`config.mk`:
```
export PLATFORM = sky130hd
export DESIGN_NAME = vfs_line_selector
export DESIGN_NICKNAME = d
export VERILOG_FILES = /design/src/vfs_pkg.sv /design/src/vfs_sync2.sv /design/src/vfs_line_selector.sv
export SDC_FILE = /design/constraint.sdc
export NUM_CORES = 1
export LEC_CHECK = 0
export ABC_AREA = 1
export ABC_CLOCK_PERIOD_IN_PS = 3100
export BUFFER_PORTS_ARGS = -buffer_cell sky130_fd_sc_hd__buf_2
export CAP_MARGIN = 30
export CORE_ASPECT_RATIO = 1.4
export CORE_MARGIN = 2
export CORE_UTILIZATION = 60
export DETAILED_ROUTE_END_ITERATION = 8
export PLACE_DENSITY = 0.91
export SKIP_CTS_REPAIR_TIMING = 1
export SYNTH_ARGS = -nofsm -noshare
export SYNTH_HDL_FRONTEND = slang
export SYNTH_SLANG_ARGS = --single-unit
```
`constraint.sdc`:
```
create_clock -name clk -period 3.1 [get_ports clk]
set_clock_uncertainty 0.05 [all_clocks]
set_input_delay 0.155 -clock clk [delete_from_list [all_inputs] [get_ports clk]]
set_output_delay 0.155 -clock clk [all_outputs]
set_load 0.01 [all_outputs]
```
`src/vfs_pkg.sv`:
```
package vfs_pkg;
  // Sync transitions from vertical start to line 14
  localparam int TRANS_TO_LINE14 = 16;
  localparam int FIRST_LINE = 14;
  // Offset added to the wanted line number
  localparam logic [7:0] SELECT_OFFSET = 8'h02;
  // Transitions spanning one line (two edges per line)
  localparam logic [1:0] EDGES_PER_LINE = 2'h2;
  // Back porch gate time and clock rate
  localparam int PORCH_NS = 4000;
  localparam int CLK_PERIOD_NS = 8;
  // Least time, so round up
  localparam int PORCH_CYCLES = (PORCH_NS + CLK_PERIOD_NS - 1) / CLK_PERIOD_NS;
  // Reset values
  localparam logic [7:0] COUNT_RESET = 8'h00;
  // Idle pin levels: syncs high, porch high, field low
  localparam logic [3:0] PINS_IDLE = 4'he;
  localparam logic [1:0] SEL_VERTICAL = 2'h0;
  localparam logic [1:0] SEL_EVEN = 2'h1;
  localparam logic [1:0] SEL_ODD = 2'h2;

  typedef enum logic [1:0] {
    VFS_IDLE = 2'b00,
    VFS_COUNT = 2'b01,
    VFS_GATE = 2'b10
  } vfs_state_type;
endpackage

```
`src/vfs_sync2.sv`:
```
`timescale 1ns/100ps
module vfs_sync2 #(
  parameter int WIDTH = 1,
  parameter logic [WIDTH-1:0] RESET_VALUE = '0
) (
  // Clock and reset
  input wire logic clk,
  input wire logic reset,
  // Asynchronous levels in, synchronised levels out
  input wire logic [WIDTH-1:0] async_in,
  output logic [WIDTH-1:0] sync_out
);
  typedef struct packed {
    logic [WIDTH-1:0] meta;
    logic [WIDTH-1:0] stable;
  } vfs_sync_type;

  vfs_sync_type s_r;
  vfs_sync_type s_nxt;

  if (WIDTH < 1) begin : g_width_bad
    $error("vfs_sync2: WIDTH must be at least 1");
  end

  // First stage feeds only the second
  always_comb begin
    s_nxt.meta = async_in;
    s_nxt.stable = s_r.meta;
  end

  always_ff @(posedge clk) begin
    if (reset) begin
      // Idle levels, so no false edge follows reset
      s_r.meta <= RESET_VALUE;
      s_r.stable <= RESET_VALUE;
    end else begin
      s_r <= s_nxt;
    end
  end

  assign sync_out = s_r.stable;
endmodule

```
`src/vfs_line_selector.sv`:
```
`timescale 1ns/100ps
// Function
// - Sixteenth sync transition after vertical start begins line 14.
// - Select value is the wanted line number plus two, eight bits.
// - Trigger falling edge loads counter and sets the start latch.
// - Count sync transitions while latched; final borrow opens line gate.
// - Falling edge of line gate clears the start latch.
// - Vertical trigger gives one line per field; field index trigger gives one per frame.
// - Field index trigger selects one field; invert for odd field.
// - Counter width matches line range; eight bits here.
// - Extended selector gates a run of adjoining lines.
// - Outside the selected lines, output holds sampled black level.
module vfs_line_selector #(
  parameter int SEL_WIDTH = 8,
  parameter int RUN_WIDTH = 8
) (
  // Clock and reset
  input wire logic clk,
  input wire logic reset,
  // Separator outputs, asynchronous pins
  input wire logic csync_n_pin,
  input wire logic vsync_n_pin,
  input wire logic porch_n_pin,
  input wire logic field_pin,
  // Selection controls
  input wire logic [SEL_WIDTH-1:0] line_select_bits,
  input wire logic [RUN_WIDTH-1:0] run_lines,
  input wire logic [1:0] trigger_select,
  // Video switch controls
  output logic line_gate,
  output logic black_clamp,
  output logic field_odd,
  output logic vertical_seen
);
  typedef struct packed {
    vfs_pkg::vfs_state_type state;
    logic [SEL_WIDTH-1:0] count;
    logic [RUN_WIDTH-1:0] run_left;
    logic [1:0] line_edges;
    logic start_latch;
    logic csync_d;
    logic trig_d;
    logic gate;
    logic clamp;
    logic odd;
    logic vseen;
  } vfs_sel_type;

  vfs_sel_type s_r;
  vfs_sel_type s_nxt;
  logic [3:0] pins_s;
  logic csync_s;
  logic vsync_s;
  logic porch_s;
  logic field_s;
  logic trig_lvl;
  logic sync_edge;
  logic trig_fall;

  if (SEL_WIDTH < 4 || SEL_WIDTH > 16) begin : g_sel_bad
    $error("vfs_line_selector: SEL_WIDTH out of range");
  end
  if (RUN_WIDTH < 1 || RUN_WIDTH > 16) begin : g_run_bad
    $error("vfs_line_selector: RUN_WIDTH out of range");
  end

  // Pins come from the analog separator clock domain
  vfs_sync2 #(.WIDTH(4), .RESET_VALUE(vfs_pkg::PINS_IDLE)) u_sync (
    .clk(clk),
    .reset(reset),
    .async_in({csync_n_pin, vsync_n_pin, porch_n_pin, field_pin}),
    .sync_out(pins_s)
  );

  assign csync_s = pins_s[3];
  assign vsync_s = pins_s[2];
  assign porch_s = pins_s[1];
  assign field_s = pins_s[0];

  // Trigger source; vertical pin is active low, pulse is high here
  always_comb begin
    unique case (trigger_select)
      vfs_pkg::SEL_EVEN: trig_lvl = field_s;
      vfs_pkg::SEL_ODD: trig_lvl = ~field_s;
      default: trig_lvl = ~vsync_s;
    endcase
  end

  // Both polarities of composite sync count
  assign sync_edge = csync_s ^ s_r.csync_d;
  assign trig_fall = s_r.trig_d & ~trig_lvl;

  always_comb begin
    s_nxt = s_r;
    s_nxt.csync_d = csync_s;
    s_nxt.trig_d = trig_lvl;
    s_nxt.odd = field_s;
    s_nxt.vseen = ~vsync_s;
    // Black level is sampled while the porch gate is low and the line gate is closed
    s_nxt.clamp = ~porch_s & ~s_r.gate;
    unique case (s_r.state)
      vfs_pkg::VFS_IDLE: begin
        s_nxt.gate = 1'b0;
      end
      vfs_pkg::VFS_COUNT: begin
        if (sync_edge && s_r.start_latch) begin
          if (s_r.count == '0) begin
            // Borrow: gate opens for the selected line
            s_nxt.gate = 1'b1;
            s_nxt.line_edges = 2'h0;
            s_nxt.state = vfs_pkg::VFS_GATE;
          end else begin
            s_nxt.count = s_r.count - 1'b1;
          end
        end
      end
      vfs_pkg::VFS_GATE: begin
        if (sync_edge) begin
          if (s_r.line_edges == vfs_pkg::EDGES_PER_LINE - 2'h1) begin
            if (s_r.run_left == '0) begin
              // Gate falls, so the latch is released
              s_nxt.gate = 1'b0;
              s_nxt.start_latch = 1'b0;
              s_nxt.state = vfs_pkg::VFS_IDLE;
            end else begin
              // Adjoining lines keep the gate open
              s_nxt.run_left = s_r.run_left - 1'b1;
              s_nxt.line_edges = 2'h0;
            end
          end else begin
            s_nxt.line_edges = s_r.line_edges + 2'h1;
          end
        end
      end
      default: begin
        s_nxt.state = vfs_pkg::VFS_IDLE;
        s_nxt.gate = 1'b0;
      end
    endcase
    // Retrigger wins over any count in flight
    if (trig_fall) begin
      // Value is wanted line plus two; an eight bit counter fits 253
      s_nxt.count = line_select_bits - 1'b1;
      s_nxt.run_left = run_lines;
      s_nxt.start_latch = 1'b1;
      s_nxt.line_edges = 2'h0;
      s_nxt.gate = 1'b0;
      s_nxt.state = vfs_pkg::VFS_COUNT;
    end
  end

  always_ff @(posedge clk) begin
    if (reset) begin
      s_r.state <= vfs_pkg::VFS_IDLE;
      s_r.count <= '0;
      s_r.run_left <= '0;
      s_r.line_edges <= 2'h0;
      s_r.start_latch <= 1'b0;
      s_r.csync_d <= 1'b1;
      s_r.trig_d <= 1'b0;
      s_r.gate <= 1'b0;
      s_r.clamp <= 1'b0;
      s_r.odd <= 1'b0;
      s_r.vseen <= 1'b0;
    end else begin
      s_r <= s_nxt;
    end
  end

  assign line_gate = s_r.gate;
  assign black_clamp = s_r.clamp;
  assign field_odd = s_r.odd;
  assign vertical_seen = s_r.vseen;
endmodule

```
### Word-level counts from Yosys, hierarchy flattened

Index checks and enable logic that the tools add are counted.

* bitwise gates (word level): 9
* eq/ne operators: 19
* add/sub/neg operators: 4
* reduce and logical (&&, ||, !) cells: 19
* muxes and demuxes: 25

Operators with widths (number)
* 2-to-1 mux 8 bit: 4
* subtractor 8 x 1 -> 8 bit, second input constant: 3
* 2-to-1 mux 10 bit: 2
* 2-to-1 mux 20 bit: 1
* inequality test 3 bit, second input constant: 6
* logical NOT 8 bit: 2
* inequality test 2 bit, second input constant: 8
* 2-to-1 mux 2 bit: 7
* nonzero test 2 bit: 7
* AND reduction 6 bit: 2
* 2-to-1 mux 11 bit: 1
* AND reduction 5 bit: 2
* AND reduction 4 bit: 2
* == test 2 x 1 -> 1 bit, second input constant: 3
* 2-to-1 mux 1 bit: 6
* inverter 1 bit: 6
* one-hot mux 2 bit (3 select lines): 1
* == test 2 bit, second input constant: 2
* one-hot mux 1 bit (2 select lines): 2
* one-hot mux 2 bit (2 select lines): 1
* AND reduction 3 bit: 1
* adder 2 x 1 -> 2 bit, second input constant: 1
* AND 1 bit: 2
* logical NOT 2 bit: 1
* other kinds (3): 3

* input bits: 24
* output and inout bits: 4
* register bits: 35
* word-level logic and storage cells: 90

### Longest topological paths before layout

* depth after elaboration: 6
* depth in mapped cells: 16

### Hierarchy

A second synthesis with hierarchy kept.

* cells, all modules: 270
* area total of the unflattened synthesis: 1888.1 sq um

By module, submodules not included
* vfs_line_selector: instances 1, seq. area each 540.5 sq um, area each 1661.6 sq um, cells an instance 245
* vfs_sync2: instances 1, seq. area each 160.2 sq um, area each 226.5 sq um, cells an instance 25

### Worst setup path before layout

Ideal clock, no wire load.

* path kind: input port to flip-flop
* from: input port trigger_select[0]
* to: register s_r[23] in the netlist's numbering
* required time: 2.941 ns
* library setup time: 0.109 ns
* slack: 1.331 ns
* stages: 15
* data arrival time: 1.610 ns
* buffers on the path: 0
* cell sequence: inv_1 > ha_1 > inv_1 > or2_4 > nand3_4 > nand2_1 > nand2_1 > ha_1 > nand2_1 > nor2_2 > nand2_1 > nand2_1 > nand3_1 > nand2_1 > inv_1

* word-level cells in the longest chain between the ends: 6

Ends and longest elaborated chain
* start, declared: RTL line vfs_line_selector.sv:28 `input wire logic [1:0] trigger_select,`
* == test 2 bit or == test 2 x 1 -> 1 bit (tied branches): RTL line vfs_line_selector.sv:82 `unique case (trigger_select)`
* one-hot mux 1 bit (2 select lines) (*): RTL line vfs_line_selector.sv:82
* inverter 1 bit (*): RTL line vfs_line_selector.sv:91 `assign trig_fall = s_r.trig_d & ~trig_lvl;`
* AND 1 bit (*): RTL line vfs_line_selector.sv:91
* inequality test 2 bit (no line) or nonzero test 2 bit (tied branches)
* AND reduction 3 bit (no line)
* end signal, assigned: RTL line vfs_line_selector.sv:166 `s_r <= s_nxt;`
* end, declared: RTL line vfs_line_selector.sv:49 `vfs_sel_type s_r;`

Mark *: on every way between the ends. The rest lies on a longest branch, timed or not.
A chain may end at the register's enable or synchronous reset.

### Worst setup path after layout

* from: register s_r[4] in the netlist's numbering
* to: register s_r[23] in the netlist's numbering

* word-level cells in the longest chain between the ends: 3

Ends and longest elaborated chain (RTL line)
* AND 1 bit (*): vfs_line_selector.sv:91
* inequality test 2 bit (no line) or nonzero test 2 bit (tied branches)
* AND reduction 3 bit (no line)

Marked as above.

==> metrics.txt <==
vias in the first global route=approximately 1600; yosys warns=0; maximum buffer depth of the clock tree=2; Final min period=1.91 ns; Crit. End Element=flop; Final Wtd Congestion=0.898; final net count=approximately 320; routed length per placed instance=10.9 microns; RR Endpoint=s_r[23]$_SDFFE_PP0P_; Reg-to-Reg Start=s_r[4]$_SDFF_PP0_; setup ws final=approximately 1.2 ns; clock slew seen by the registers of the worst setup and hold paths=0.07 ns; crit-path max FO=26; Pleak=1.11 nW; vias=1687; Fin. Hold Viols=1; maximum vdd drop=between 0.0005 and 0.0006 V; Avg Cell Area, Syn=6.97 sq um; max-cap violation count=0; # setup viols final=0; post-route insts no fill=332; Initial Util=0.636; worst reg-to-reg path cell count=10; P_sw=0.379 mW; Mapped Nets=294; TritonCTS Buffers=5; pin count of the biggest net entering global routing=27; Gate power share=0.240; Crit path largest cell delay=0.55 ns; CTS sink cnt=35; Crit Path Class=reg2reg; first-pass GRT wire length=~6300 microns; FILL cells=between 200 and 250; dpl ws=~0.9 ns; Max Slew Vio Count=0; DR iter-0 viols=50; H-tree depth=2; Worst-Margin Slew=0.415 ns; Hold/Removal Path Class=in2reg; Die Y=69.7 microns; worst endpoint required time=roughly 3.2 ns; FF-to-FF setup slack=1.19 ns; CP max-delay cell=dfxtp_1; DRT Pass-1 Iters=4; Cell Area, Synth=about 1800 sq um; share of post-route cells with drive strength above 1=0.197; P_int=slightly above 0.9 mW; HPWL after detailed placement=about 2600 microns; Core ar.=2910 sq um; max frequency=0.523 GHz; root buffer cell=clkbuf_8; drt via density=between 5 and 6; Final ANT Viol Nets=0; IO Count=28; Flop pwr share=0.393; RSZ-0062 raised after global routing=false; die area=3550 sq um; initial antenna violation count=0; clock network fraction of total power=0.367; delay-heaviest family, CP=simple AND/OR/NAND/NOR gates; Post-DP Area=1990 sq um; Post-Route WL=approximately 3600 microns; Startpoint Class=flop; # DRC=0; HP Start=vsync_n_pin; ordered list of cells on the worst path=nand3_4, nand2_1, nand2_1, ha_1, nand2_1, nor2_2, nand3_1, nand3_1, nand2_1, inv_1; hold endpoint=u_sync.s_nxt[2]$_SDFF_PP1_; sw frac=0.290; setup_tns=0 ns; Slew HR=0.723; Design Area, Final=~2100 sq um; failing checks=hold timing; chip width=50.9 microns; hold slack final=-0.000481 ns; sequential share of the synthesized area=0.379; diode count=0; FF+latch count, synth=35; Syn Inst Count=265; WP buf/inv=1; hold path depth=2; Cell Pwr Density=611 nW/um^2; CP most frequent cell=nand2_1; GRT Util Overall=0.231; multi-input logic area=~930 sq um; placed insts=between 300 and 400; FP Rows=23; Tcrit/Tclk final=0.617; CTS tree=built; Arr. time, crit path=2.05 ns; Yosys cell types=30; storage element area=701 sq um; status=complete, but fails checks; gr ovfl total=0; clk_lat worst skew=just under 0.3 ns; Synth-to-Final Area Change=15.8%; IO Port Bufs=27
## metal layers
metal | routed length, microns | part of all wire | GRT usage
met5 | 0 | 0 | 0
met4 | 76 | 0.021 | 0.102
met3 | 140 | 0.039 | 0.0560
met2 | 1900 | 0.52 | 0.414
met1 | 1510 | 0.42 | 0.247
## cells in the mapped netlist
cell type	number	area, sq um
nand2_2	6	37.5
nand2_1	48	180
clkbuf_1	3	11.3
nor2_1	26	97.6
nand4_1	4	25.0
or2_2	9	56.3
o21ai_0	18	90.1
a31oi_1	3	18.8
nor2_2	3	18.8
nor4_1	1	6.26
nor3_1	2	10.0
a211oi_1	2	15.0
or2_4	1	8.76
buf_8	1	15.0
o21ai_1	1	5.00
nand2_4	2	22.5
dfxtp_1	35	701
a21oi_1	10	50.1
buf_2	3	15.0
xor2_1	3	26.3
nand3b_1	3	22.5
o21bai_1	2	15.0
inv_1	46	173
nand3_4	1	17.5
inv_2	2	7.51
nand3_1	20	100
ha_1	5	62.6
xnor2_1	1	8.76
o211ai_1	3	22.5
o221ai_1	1	8.76
## stage by stage
step            util  hold WS (ns)  power (mW)
2_1_floorplan      -         0.209       0.770
3_3_place_gp   0.684         0.287       0.824
3_5_place_dp   0.684         0.289       0.835
4_1_cts        0.730      -0.00937        1.32
5_1_grt        0.737       0.00313        1.39
6_report       0.737     -0.000481        1.31
## flip-flops by register name, summed over array words and instances, names as in the netlist
signal and flops:
s_r 23, u_sync.s_nxt 4, u_sync.sync_out 4, black_clamp 1
field_odd 1, line_gate 1, vertical_seen 1
## power groups by stage
stage,combinational (mW),sequential [mW],clock (mW)
final,0.313,0.515,0.481
after global routing,0.363,0.520,0.512
after CTS,0.312,0.515,0.492
after detailed placement,0.310,0.525,0
after global placement,0.301,0.523,0
after floorplan,0.251,0.519,0
## cell families (layout without fill, tap and decap cells)
group           count (synthesis)  count (layout)  synth area share
simple gates                  126             126             0.326
buf+inv                        55              85             0.120
compound gates                 40              40             0.122
flops                          35              35             0.379
fa+ha+maj                       5               5            0.0339
xor+xnor                        4               4            0.0190
## cell usage in the layout, fill, tap and decap left out, drive strengths merged
master	n
nand2	56
inv	48
dfxtp	35
nor2	29
buf	27
nand3	21
o21ai	19
a21oi	10
or2	10
clkbuf	6
ha	5
nand4	4
xor2	3
o211ai	3
a31oi	3
nand3b	3
nor3	2
a211oi	2
o21bai	2
bufinv	2
dlygate4sd3	2
xnor2	1
nor4	1
o221ai	1
## area by class of cell
type                    instances  share of cell area
multi-input cells             175               0.432
inverters                      48              0.0842
clock inverters                 2              0.0281
well taps                      37              0.0216
repair buffers                 29              0.0725
flip-flops and latches         35               0.327
clock buffers                   6              0.0339
## how the worst max path moves through the flow
stage | start | endpoint | slack (ns) | cells after the start
2_1_floorplan | trigger_select[0] | s_r[23]$_SDFFE_PP0P_ | 1.33 | 15
3_3_place_gp | trigger_select[0] | s_r[23]$_SDFFE_PP0P_ | 0.98 | 16
3_5_place_dp | trigger_select[0] | s_r[23]$_SDFFE_PP0P_ | 0.89 | 16
4_1_cts | trigger_select[0] | s_r[23]$_SDFFE_PP0P_ | 1.19 | 16
5_1_grt | u_sync.sync_out[0]$_SDFF_PP0_ | s_r[23]$_SDFFE_PP0P_ | 0.99 | 14
6_report | s_r[4]$_SDFF_PP0_ | s_r[23]$_SDFFE_PP0P_ | 1.19 | 10
No activity file was read; power rests on OpenSTA's default activity.
